[src/mhbp_pkg.sv]
// constants, types and layouts of the multimode host bus port
package mhbp_pkg;
    localparam int          ADDR_W        = 5;
    localparam int          DATA_W        = 8;
    localparam logic [2:0]  SEL_CS_TIMED  = 3'h4;
    localparam logic [2:0]  SEL_SERIAL    = 3'h5;
    localparam int          ACK_MIN_CYC   = 2;
    localparam int          CLK_NS        = 10;
    localparam int          SDO_RELEASE_NS  = 120;
    localparam int          SDO_RELEASE_CYC = SDO_RELEASE_NS / CLK_NS;
    localparam int          SYNC_LAT_CYC  = 5;
    localparam int          DATA_PIPE     = 4;
    localparam int          RW_BITS       = 1;
    localparam int          HDR_BITS      = RW_BITS + ADDR_W;
    localparam int          FRAME_BITS    = HDR_BITS + DATA_W;
    localparam logic        RW_READ       = 1'b1;
    // synchroniser lanes
    localparam int          SYNC_W        = 6;
    localparam int          IDX_CS        = 0;
    localparam int          IDX_RD        = 1;
    localparam int          IDX_WR        = 2;
    localparam int          IDX_SCLK      = 3;
    localparam int          IDX_SDI       = 4;
    localparam int          IDX_EDGE      = 5;
    localparam logic [SYNC_W-1:0] SYNC_RST = 6'h07;

    typedef struct packed {
        logic              wr;
        logic              rd;
        logic [ADDR_W-1:0] addr;
        logic [DATA_W-1:0] wdata;
    } mhbp_req_s;

    typedef enum logic [2:0] {
        ST_IDLE = 3'b001,
        ST_WAIT = 3'b010,
        ST_DONE = 3'b100
    } mhbp_state_e;
endpackage

[src/mhbp_sync.sv]
// three-flop synchroniser with agreement filter, one lane per bit
`timescale 1ns/10ps
module mhbp_sync #(
    parameter int              W       = 1,
    parameter logic [W-1:0]    RST_VAL = '0
) (
    input  wire logic          sys_clk_in,   // system clock
    input  wire logic          rst_n_in,     // synchronous reset, active low
    input  wire logic [W-1:0]  async_in,     // raw pins
    output logic      [W-1:0]  filt_out      // filtered level
);
    logic [W-1:0] s1_reg;
    logic [W-1:0] s2_reg;
    logic [W-1:0] s3_reg;

    // s1 feeds s2 only; a change counts once s2 and s3 agree
    always_ff @(posedge sys_clk_in) begin
        if (!rst_n_in) begin
            s1_reg   <= RST_VAL;
            s2_reg   <= RST_VAL;
            s3_reg   <= RST_VAL;
            filt_out <= RST_VAL;
        end else begin
            s1_reg <= async_in;
            s2_reg <= s1_reg;
            s3_reg <= s2_reg;
            for (int i = 0; i < W; i++) begin
                if (s2_reg[i] == s3_reg[i]) begin
                    filt_out[i] <= s3_reg[i];
                end
            end
        end
    end
endmodule

[src/mhbp_top.sv]
// multimode host bus port: strobe, chip-select timed and serial slave
`timescale 1ns/10ps
module mhbp_top (
    input  wire logic                        sys_clk_in,          // system clock, 100 MHz
    input  wire logic                        rst_n_in,            // synchronous reset, active low
    input  wire logic [2:0]                  host_port_select_in, // port style strap
    input  wire logic                        chip_select_n_in,    // chip select, active low
    input  wire logic                        read_strobe_n_in,    // read strobe, active low
    input  wire logic                        write_strobe_n_in,   // write strobe or direction level
    input  wire logic                        latch_enable_in,     // serial clock in serial mode
    input  wire logic [mhbp_pkg::ADDR_W-1:0] addr_in,             // address; bits 1,0 edge sel, serial in
    input  wire logic [mhbp_pkg::DATA_W-1:0] data_in,             // data bus input
    output logic      [mhbp_pkg::DATA_W-1:0] data_out,            // data bus output, bit 0 serial out
    output logic      [mhbp_pkg::DATA_W-1:0] data_oe_n_out,       // data bus enable, low drives
    output logic                             ready_out,           // ready or acknowledge level
    output logic                             ready_oe_n_out,      // ready enable, low drives
    output mhbp_pkg::mhbp_req_s              req_out,             // register access request
    input  wire logic [mhbp_pkg::DATA_W-1:0] rdata_in             // read data, cycle after req rd
);
    localparam int CNT_W = $clog2(mhbp_pkg::FRAME_BITS + 1);
    localparam int ACK_W = $clog2(mhbp_pkg::ACK_MIN_CYC + 1);

    // the serial output must float in time, and the hold counter needs something to count
    if (mhbp_pkg::SYNC_LAT_CYC > mhbp_pkg::SDO_RELEASE_CYC) begin : g_lat_chk
        $error("synchroniser latency exceeds serial output release time");
    end
    if (mhbp_pkg::ACK_MIN_CYC < 1) begin : g_ack_chk
        $error("minimum ready hold must be at least one clock");
    end

    logic [mhbp_pkg::SYNC_W-1:0] raw;
    logic [mhbp_pkg::SYNC_W-1:0] filt;
    logic [mhbp_pkg::SYNC_W-1:0] filt_d_reg;

    assign raw[mhbp_pkg::IDX_CS]   = chip_select_n_in;
    assign raw[mhbp_pkg::IDX_RD]   = read_strobe_n_in;
    assign raw[mhbp_pkg::IDX_WR]   = write_strobe_n_in;
    assign raw[mhbp_pkg::IDX_SCLK] = latch_enable_in;
    assign raw[mhbp_pkg::IDX_SDI]  = addr_in[0];
    assign raw[mhbp_pkg::IDX_EDGE] = addr_in[1];

    mhbp_sync #(
        .W       (mhbp_pkg::SYNC_W),
        .RST_VAL (mhbp_pkg::SYNC_RST)
    ) u_sync (
        .sys_clk_in (sys_clk_in),
        .rst_n_in   (rst_n_in),
        .async_in   (raw),
        .filt_out   (filt)
    );

    always_ff @(posedge sys_clk_in) begin
        if (!rst_n_in) begin
            filt_d_reg <= mhbp_pkg::SYNC_RST;
        end else begin
            filt_d_reg <= filt;
        end
    end

    wire cs_n     = filt[mhbp_pkg::IDX_CS];
    wire cs_fall  = filt_d_reg[mhbp_pkg::IDX_CS] & ~cs_n;
    wire cs_rise  = ~filt_d_reg[mhbp_pkg::IDX_CS] & cs_n;
    wire rd_fall  = filt_d_reg[mhbp_pkg::IDX_RD] & ~filt[mhbp_pkg::IDX_RD];
    wire rd_rise  = ~filt_d_reg[mhbp_pkg::IDX_RD] & filt[mhbp_pkg::IDX_RD];
    wire wr_fall  = filt_d_reg[mhbp_pkg::IDX_WR] & ~filt[mhbp_pkg::IDX_WR];
    wire wr_rise  = ~filt_d_reg[mhbp_pkg::IDX_WR] & filt[mhbp_pkg::IDX_WR];
    wire sck_rise = ~filt_d_reg[mhbp_pkg::IDX_SCLK] & filt[mhbp_pkg::IDX_SCLK];
    wire sck_fall = filt_d_reg[mhbp_pkg::IDX_SCLK] & ~filt[mhbp_pkg::IDX_SCLK];

    // strap taken once after reset release; changing it live is not supported
    logic [2:0] sel_reg;
    logic       sel_done_reg;
    always_ff @(posedge sys_clk_in) begin
        if (!rst_n_in) begin
            sel_reg      <= 3'h0;
            sel_done_reg <= 1'b0;
        end else if (!sel_done_reg) begin
            sel_reg      <= host_port_select_in;
            sel_done_reg <= 1'b1;
        end
    end

    wire mode_cs     = sel_done_reg && (sel_reg == mhbp_pkg::SEL_CS_TIMED);
    wire mode_serial = sel_done_reg && (sel_reg == mhbp_pkg::SEL_SERIAL);
    wire mode_strobe = sel_done_reg && !mode_cs && !mode_serial;

    // data delay line lines raw bus samples up with the synchroniser latency
    logic [mhbp_pkg::DATA_W-1:0] dpipe_reg [mhbp_pkg::DATA_PIPE];
    always_ff @(posedge sys_clk_in) begin
        if (!rst_n_in) begin
            for (int i = 0; i < mhbp_pkg::DATA_PIPE; i++) begin
                dpipe_reg[i] <= '0;
            end
        end else begin
            dpipe_reg[0] <= data_in;
            for (int i = 1; i < mhbp_pkg::DATA_PIPE; i++) begin
                dpipe_reg[i] <= dpipe_reg[i-1];
            end
        end
    end

    // one sequencer serves both parallel styles; the start, direction and end events and the ready polarity differ
    mhbp_pkg::mhbp_state_e           st_reg;         // parallel cycle state
    logic                            dir_rd_reg;     // access in progress is a read
    logic [ACK_W-1:0]                hold_cnt_reg;   // clocks spent waiting
    logic                            rd_pend_reg;    // read data arrives this cycle
    logic [CNT_W-1:0]                bit_cnt_reg;    // serial bits taken so far
    logic [mhbp_pkg::FRAME_BITS-1:0] sin_reg;        // serial shift-in
    logic [mhbp_pkg::DATA_W-1:0]     sout_reg;       // serial shift-out
    logic                            hdr_done_reg;   // direction and address complete
    logic                            frame_done_reg; // whole frame complete

    wire par_start = (mode_strobe && !cs_n && (rd_fall || wr_fall)) || (mode_cs && cs_fall);
    wire par_rd    = mode_strobe ? rd_fall : filt[mhbp_pkg::IDX_WR];
    wire par_end   = mode_strobe ? (dir_rd_reg ? rd_rise : wr_rise) : cs_rise;
    wire hold_done = (hold_cnt_reg == ACK_W'(mhbp_pkg::ACK_MIN_CYC));
    wire ser_act   = mode_serial && !cs_n;
    wire out_edge  = filt[mhbp_pkg::IDX_EDGE] ? sck_fall : sck_rise;
    wire out_slot  = (bit_cnt_reg >= CNT_W'(mhbp_pkg::HDR_BITS)) &&
                     (bit_cnt_reg < CNT_W'(mhbp_pkg::FRAME_BITS));

    // the extra wait clock also lets read data come back before ready moves
    always_ff @(posedge sys_clk_in) begin
        if (!rst_n_in) begin
            st_reg       <= mhbp_pkg::ST_IDLE;
            dir_rd_reg   <= 1'b0;
            hold_cnt_reg <= '0;
        end else begin
            case (st_reg)
                mhbp_pkg::ST_IDLE: begin
                    hold_cnt_reg <= '0;
                    if (par_start) begin
                        st_reg     <= mhbp_pkg::ST_WAIT;
                        dir_rd_reg <= par_rd;
                    end
                end
                mhbp_pkg::ST_WAIT: begin
                    if (cs_n) begin
                        st_reg <= mhbp_pkg::ST_IDLE;
                    end else if (hold_done) begin
                        st_reg <= mhbp_pkg::ST_DONE;
                    end else begin
                        hold_cnt_reg <= hold_cnt_reg + 1'b1;
                    end
                end
                mhbp_pkg::ST_DONE: begin
                    if (par_end || cs_n) begin
                        st_reg <= mhbp_pkg::ST_IDLE;
                    end
                end
                default: begin
                    st_reg <= mhbp_pkg::ST_IDLE;
                end
            endcase
        end
    end

    // ready pin: strobe style idles high and dips; chip-select style idles high and acknowledges low
    always_ff @(posedge sys_clk_in) begin
        if (!rst_n_in) begin
            ready_out      <= 1'b1;
            ready_oe_n_out <= 1'b1;
        end else begin
            ready_oe_n_out <= !((mode_strobe || mode_cs) && !cs_n);
            if (st_reg == mhbp_pkg::ST_IDLE && par_start) begin
                ready_out <= !mode_strobe;
            end else if (st_reg == mhbp_pkg::ST_WAIT && !cs_n && hold_done) begin
                ready_out <= mode_strobe;
            end else if (st_reg != mhbp_pkg::ST_IDLE && (cs_n || (st_reg == mhbp_pkg::ST_DONE && par_end))) begin
                ready_out <= 1'b1;
            end
        end
    end

    // register requests, read data and data bus enables
    always_ff @(posedge sys_clk_in) begin
        if (!rst_n_in) begin
            req_out       <= '0;
            rd_pend_reg   <= 1'b0;
            sout_reg      <= '0;
            data_out      <= '0;
            data_oe_n_out <= '1;
        end else begin
            req_out.rd  <= 1'b0;
            req_out.wr  <= 1'b0;
            rd_pend_reg <= req_out.rd;
            if (st_reg == mhbp_pkg::ST_IDLE && par_start) begin
                // the address is held steady for the whole access, so it is taken raw
                req_out.addr <= addr_in;
                req_out.rd   <= par_rd;
            end
            if (st_reg == mhbp_pkg::ST_DONE && par_end && !dir_rd_reg) begin
                req_out.wdata <= dpipe_reg[mhbp_pkg::DATA_PIPE-1];
                req_out.wr    <= 1'b1;
            end
            if (hdr_done_reg && sin_reg[mhbp_pkg::HDR_BITS-1] == mhbp_pkg::RW_READ) begin
                req_out.addr <= sin_reg[mhbp_pkg::ADDR_W-1:0];
                req_out.rd   <= 1'b1;
            end
            if (frame_done_reg && sin_reg[mhbp_pkg::FRAME_BITS-1] != mhbp_pkg::RW_READ) begin
                req_out.addr  <= sin_reg[mhbp_pkg::DATA_W +: mhbp_pkg::ADDR_W];
                req_out.wdata <= sin_reg[mhbp_pkg::DATA_W-1:0];
                req_out.wr    <= 1'b1;
            end
            if (mode_serial) begin
                data_oe_n_out <= {{(mhbp_pkg::DATA_W-1){1'b1}}, cs_n};
                if (rd_pend_reg) begin
                    sout_reg <= rdata_in;
                end else if (ser_act && out_edge && out_slot) begin
                    data_out <= {{(mhbp_pkg::DATA_W-1){1'b0}}, sout_reg[mhbp_pkg::DATA_W-1]};
                    sout_reg <= {sout_reg[mhbp_pkg::DATA_W-2:0], 1'b0};
                end
            end else if (rd_pend_reg && !cs_n) begin
                data_out      <= rdata_in;
                data_oe_n_out <= '0;
            end else if (cs_n || (mode_strobe && rd_rise)) begin
                data_oe_n_out <= '1;
            end
        end
    end

    // serial receiver; the count restarts whenever the port is deselected
    always_ff @(posedge sys_clk_in) begin
        if (!rst_n_in) begin
            bit_cnt_reg    <= '0;
            sin_reg        <= '0;
            hdr_done_reg   <= 1'b0;
            frame_done_reg <= 1'b0;
        end else begin
            hdr_done_reg   <= ser_act && sck_rise && (bit_cnt_reg == CNT_W'(mhbp_pkg::HDR_BITS - 1));
            frame_done_reg <= ser_act && sck_rise && (bit_cnt_reg == CNT_W'(mhbp_pkg::FRAME_BITS - 1));
            if (!ser_act) begin
                bit_cnt_reg <= '0;
                sin_reg     <= '0;
            end else if (sck_rise) begin
                sin_reg <= {sin_reg[mhbp_pkg::FRAME_BITS-2:0], filt[mhbp_pkg::IDX_SDI]};
                if (bit_cnt_reg != CNT_W'(mhbp_pkg::FRAME_BITS)) begin
                    bit_cnt_reg <= bit_cnt_reg + 1'b1;
                end
            end
        end
    end
endmodule

[config.mk]
export PLATFORM = sky130hd
export DESIGN_NAME = mhbp_top
export DESIGN_NICKNAME = d
export VERILOG_FILES = /design/src/mhbp_pkg.sv /design/src/mhbp_sync.sv /design/src/mhbp_top.sv
export SDC_FILE = /design/constraint.sdc
export NUM_CORES = 1
export LEC_CHECK = 0
export BUFFER_PORTS_ARGS = -buffer_cell sky130_fd_sc_hd__buf_2
export CAP_MARGIN = 25
export CELL_PAD_IN_SITES_DETAIL_PLACEMENT = 1
export CELL_PAD_IN_SITES_GLOBAL_PLACEMENT = 1
export CORE_MARGIN = 5
export CORE_UTILIZATION = 43
export CTS_CLUSTER_SIZE = 28
export DETAILED_ROUTE_END_ITERATION = 8
export GPL_ROUTABILITY_DRIVEN = 0
export GPL_TIMING_DRIVEN = 0
export PLACE_DENSITY = 0.85
export SLEW_MARGIN = 15
export SYNTH_ARGS = -nofsm -noshare
export SYNTH_HDL_FRONTEND = slang
export SYNTH_SLANG_ARGS = --single-unit
[constraint.sdc]
create_clock -name sys_clk_in -period 1.98 [get_ports sys_clk_in]
set_input_delay 0.396 -clock sys_clk_in [delete_from_list [all_inputs] [get_ports sys_clk_in]]
set_output_delay 0.396 -clock sys_clk_in [all_outputs]
set_load 0.05 [all_outputs]
After elaboration in Yosys (flattened, before gate mapping)
Memories as Yosys holds them, arrays and structs flattened.
Cells that the tools add are included.

operators by class
  add/sub/neg operators = 2
  multiply operators = 0
  divide/modulo/power cells = 0
  $lt $le $gt $ge = 2
  eq/ne operators = 23
  shift operators = 0
  mux-type cells = 36
  bitwise operators = 22
  reductions and logical operators = 53

operators with widths
  operator             number
  $mux 8               13
  $logic_and 1x1->1    25
  $mux 13              1
  $mux 1               12
  $mux 3               4
  $mux 6               2
  $ne 2x2->1 const B   5
  $not 1->1            10
  $reduce_bool 2->1    5
  $eq 3x3->1 const B   3
  $pmux 3 s3           1
  $reduce_and 3->1     3
  $reduce_bool 3->1    3
  $and 1x1->1          8
  $reduce_and 2->1     4
  $eq 1x1->1           6
  $logic_not 1->1      6
  $logic_or 1x1->1     6
  $add 4x1->4 const B  1
  $eq 4x3->1 const B   1
  $eq 4x4->1 const B   1
  $ge 4x3->1 const B   1
  $lt 4x4->1 const B   1
  $mux 2               2
  other kinds (11)     14

word-level totals
  bits in registers = 100
  bits in latches = 0
  bits in writable memories = 32
  bits in read-only memories = 0
  input bits = 30
  output and inout bits = 33
  logic and storage cells = 169
  memories kept = 1

memories
  name       words  bits a word  read ports  clocked after Yosys merged registers in  wr ports  RTL line        text
  dpipe_reg  4      8            4           0                                        4         mhbp_top.sv:88  logic [mhbp_pkg::DATA_W-1:0] dpipe_reg [mhbp_pkg::DATA_PIPE];

Longest topological paths before layout
  depth after elaboration = 12
  depth in mapped cells = 8
  mapped depth without buffers = 7

By module
Synthesis repeated with hierarchy kept, for this count alone.

unflattened totals
  cell total of the unflattened synthesis = 486
  area, all modules = 4636.9 um^2

by module, submodules not included
  module     instances  cells an instance  area each (um^2)  seq. area each (um^2)
  mhbp_top   1          424                3926.3            2042.0
  mhbp_sync  1          62                 710.7             480.5

Least setup slack after synthesis
Ideal clock, no wire load.

  kind = flip-flop to flip-flop
  start = register bit_cnt_reg[0]
  end = register data_out[1] in the netlist's numbering
  setup time = 60 ps
  arrival time = 1506 ps
  required time = 1920 ps
  slack = 414 ps
  cell stages (with the launch flop) = 8
  path buffers = 0
  clock period less this slack = 1566 ps
  path through = dfxtp_1 > inv_1 > ha_1 > o21a_1 > o221a_2 > nand2_1 > a22o_1 > a22o_1

between the ends
  cells in the longest elaborated chain, start to end = 5
  elaborated cells between the ends (all ways) = 6
  those cells by class = order compare (2); eq/ne (1); reduce/logical (3)

RTL lines
  item                                      RTL line                          text
  start, declared                           mhbp_top.sv:107                   logic [CNT_W-1:0] bit_cnt_reg;
  start signal, assigned                    mhbp_top.sv:238                   bit_cnt_reg <= bit_cnt_reg + 1'b1;
  $ge 4x3->1 or $lt 4x4->1 (tied branches)  mhbp_top.sv:119, mhbp_top.sv:120
  $logic_and 1x1->1 (*)                     mhbp_top.sv:119                   wire out_slot = (bit_cnt_reg >= CNT_W'(mhbp_pkg::HDR_BITS)) &&
  $logic_and 1x1->1 (*)                     mhbp_top.sv:209                   end else if (ser_act && out_edge && out_slot) begin
  $ne 2x1->1 (no line) (*)                  --
  $reduce_and 3->1 (no line) (*)            --
  end signal, assigned                      mhbp_top.sv:210                   data_out <= {{(mhbp_pkg::DATA_W-1){1'b0}}, sout_reg[mhbp_pkg::DATA_W-1]};
  end signal, assigned                      mhbp_top.sv:214                   data_out <= rdata_in;
  end, declared                             mhbp_top.sv:13                    output logic [mhbp_pkg::DATA_W-1:0] data_out,

Every way passes the cells marked *; elsewhere a longest branch is shown, timed or not.
A chain may end at the register's enable or synchronous reset.

Worst setup path after layout
  start = register bit_cnt_reg[0]
  end = register data_out[0] in the netlist's numbering

The elaborated chain is that of the path after synthesis.

==> metrics.md <==
| Metric | Value |
|---|---|
| Worst endpoint required time | about 2400 ps |
| Mean Syn Cell Area | around 9.6 um^2 |
| Cell Area, Synth | between 4000 and 5000 um^2 |
| Layout cells sized above 1 | a little over a fifth |
| RSZ-0062 raised after global routing | no |
| Clk buf depth | 2 |
| Syn Nets | slightly above 500 |
| Async set-reset flop share out of synthesis | 0% |
| Setup TNS | 0 ps |
| Primary FF master, synth | dfxtp_1 |
| Die W | ~110 um |
| CTS H-tree depth | 4 |
| LEAKAGE | approximately 2.3 nW |
| HPWL Detailed | 8230 um |
| IO Pins | 63 |
| Sequential share of the synthesized area | between 50% and 60% |
| Critical path start-end classification | reg -> reg |
| Switching Share | about a quarter |
| DRC | 0 |
| Final Non-Filler Cells | 711 |
| Overflow after GRT | 0 |
| CTS tree | yes |
| Placed inst area | slightly above 5000 um^2 |
| Worst slew pin tran | 649 ps |
| First-pass iteration count of the detailed router | 5 |
| Final count of hold timing violations | 0 |
| Clock transition at the registers of the reported paths | roughly 60 ps |
| Initial core utilization | between 40% and 50% |
| TritonCTS Buffers | 17 |
| Vias | 3856 |
| Area of the die | around 13000 um^2 |
| Max-Cap Viols | 0 |
| Post-CTS Setup Inserts | 0 |
| Worst vdd ir | ~0.00071 V |
| Initial DRC count | 178 |
| Root Driver | clkbuf_8 |
| Std-Cell Rows | 37 |
| Clock Skew | 10.9 ps |
| Most common cell after layout, fill and taps aside | dfxtp_1 |
| Crit-path max FO | 9 |
| Arr. time, crit path | between 2000 and 2500 ps |
| Vias in the first global route | 4244 |
| Clk Latency, worst-skew pair | between 500 and 600 ps |
| Total power | between 0.005 and 0.006 W |
| Port bufs | 62 |
| Initial antenna violation count | 0 |
| Slew headroom | a little under three fifths |
| Core Util, Final | a little over half |
| Worst Setup End Kind | register |
| Routed wire length | between 10000 and 15000 um |
| Final Slew Violations | 0 |
| Commonest non-fill, non-tap cells in the layout | 126 x dfxtp_1, 65 x buf_2, 50 x nand2_1 |
| Cell-internal power | 0.00436 W |
| Total core area | roughly 10000 um^2 |
| Placed Cells | about 680 |
| Fin crit share | 93.3% |
| Max reg flops | 32 |
| Seq pwr share | a little under half |
| Clock sink count | 126 |
| R2R Setup Slk | about 130 ps |
| Antenna-violating nets left | 0 |
| Synth area leaders | dfxtp_1 55%, and2_1 6.1%, a21oi_1 5.1% |
| Diode count | 0 |
| Number of enable flip-flop cells after synthesis | 0 |
| #FFs+latches synth | 126 |
| Post-synth top area cell | dfxtp_1 |
| Clock group share of total power | roughly half |
| Syn-to-layout area delta | 23.0% |
| # setup viols final | 0 |
| Post-synth top area share | 54.8% |
| Pwr/cell area | about 1000 nW/um^2 |
| Worst Setup Start Kind | register |
| FMAX | about 0.54 GHz |
| Yosys cell types | approximately 50 |
| Min Tclk post-route | between 1500 and 2000 ps |
| Wire per inst | approximately 19 um |
| Post-route cell area | ~5700 um^2 |
| Cells after synthesis | 480 |
| Synth warn | 0 |
| Sw Pwr | around 0.0014 W |
| Routed vias/inst | between 5 and 6 |
| Status | finished clean |
| GRT Overall Usage | between 20% and 30% |
| Nets | 596 |
| Die H | ~110 um |
| First-pass GRT wire length | roughly 22000 um |
| Combinational Power Share | around 2.7% |
| Hold Path Class | in -> reg |
| Pin count of the biggest net entering global routing | 17 |
==> layout make-up <==
class	count	area [um^2]
buffer	29	150
clock buffer	18	428
clock inverter	14	134
fill	1228	4710
inverter	13	48.8
multi-input combinational	312	1880
sequential	126	2520
tap	136	170
timing repair buffer	63	320
==> kinds of logic after synthesis <==
| group | count (synthesis) | share of synthesized area [%] |
|---|---|---|
| DFF | 126 | 54.8 |
| and+or+nand+nor | 166 | 19.0 |
| xor gates and xnor gates | 1 | 0.190 |
| buffers and inverters | 42 | 4.32 |
| adders and majority gates | 4 | 1.09 |
| AOI/OAI and AO/OA | 128 | 17.8 |
| muxes | 13 | 2.83 |
==> stage by stage <==
| stage | hold WS [ps] | worst slack [ps] |
|---|---|---|
| CTS | 13.8 | 83.8 |
| detailed placement | 400 | 15.2 |
| floorplan | 386 | 414 |
| global route | 29.2 | 24.0 |
| global placement | 388 | 36.0 |
| finish | 38.1 | 133 |
==> worst max-delay path, cell delays in order (launching register included) <==
cell      delay [ps]
dfxtp_1          490
inv_1            110
ha_1             210
o21a_1           170
o221a_2          310
nand3_2          200
nor2_1            80
a211oi_1         200
==> worst paths after layout <==
path | from | to | cells after the start
setup / recovery | bit_cnt_reg[0] | data_out[0] | 7
setup reg to reg | bit_cnt_reg[0] | data_out[0] | 7
hold / removal | read_strobe_n_in | u_sync.s1_reg[1] | 2
hold reg to reg | u_sync.s1_reg[2] | u_sync.s2_reg[2] | 1
==> cells in the mapped netlist (all sizes together) (8+ instances only) <==
library cell / instances
a22o: 10
buf: 12
nand2b: 13
mux2i: 13
a21oi: 47
dfxtp: 126
nand2: 51
inv: 13
o21ai: 30
and2: 45
clkbuf: 17
nand3: 8
nor2: 26
==> routing by layer <==
layer / vias up / wire length (um) / track usage, %
met4: 0 / 374 / 11.5
met3: 31 / 526 / 5.41
met5: - / 0 / 0
met1: 1900 / 5750 / 25.6
met2: 104 / 6790 / 37.4
li1: 1821 / - / -
==> repair_timing <==
item / in CTS / in global routing
endpoints found under the hold margin: 1 / 0
endpoints found under the setup margin: 0 / 7
hold buffers: 1 / 0
gates resized for setup: 0 / 2
==> power by group through the flow <==
stage	sequential, W	combinational, W	clock [W]
floorplan	0.00264	0.0000829	0
global placement	0.00265	0.000140	0
detailed placement	0.00265	0.000147	0
CTS	0.00260	0.000155	0.00300
global route	0.00260	0.000170	0.00313
finish	0.00260	0.000155	0.00296
Note: power is estimated with default switching activity, not from simulation.
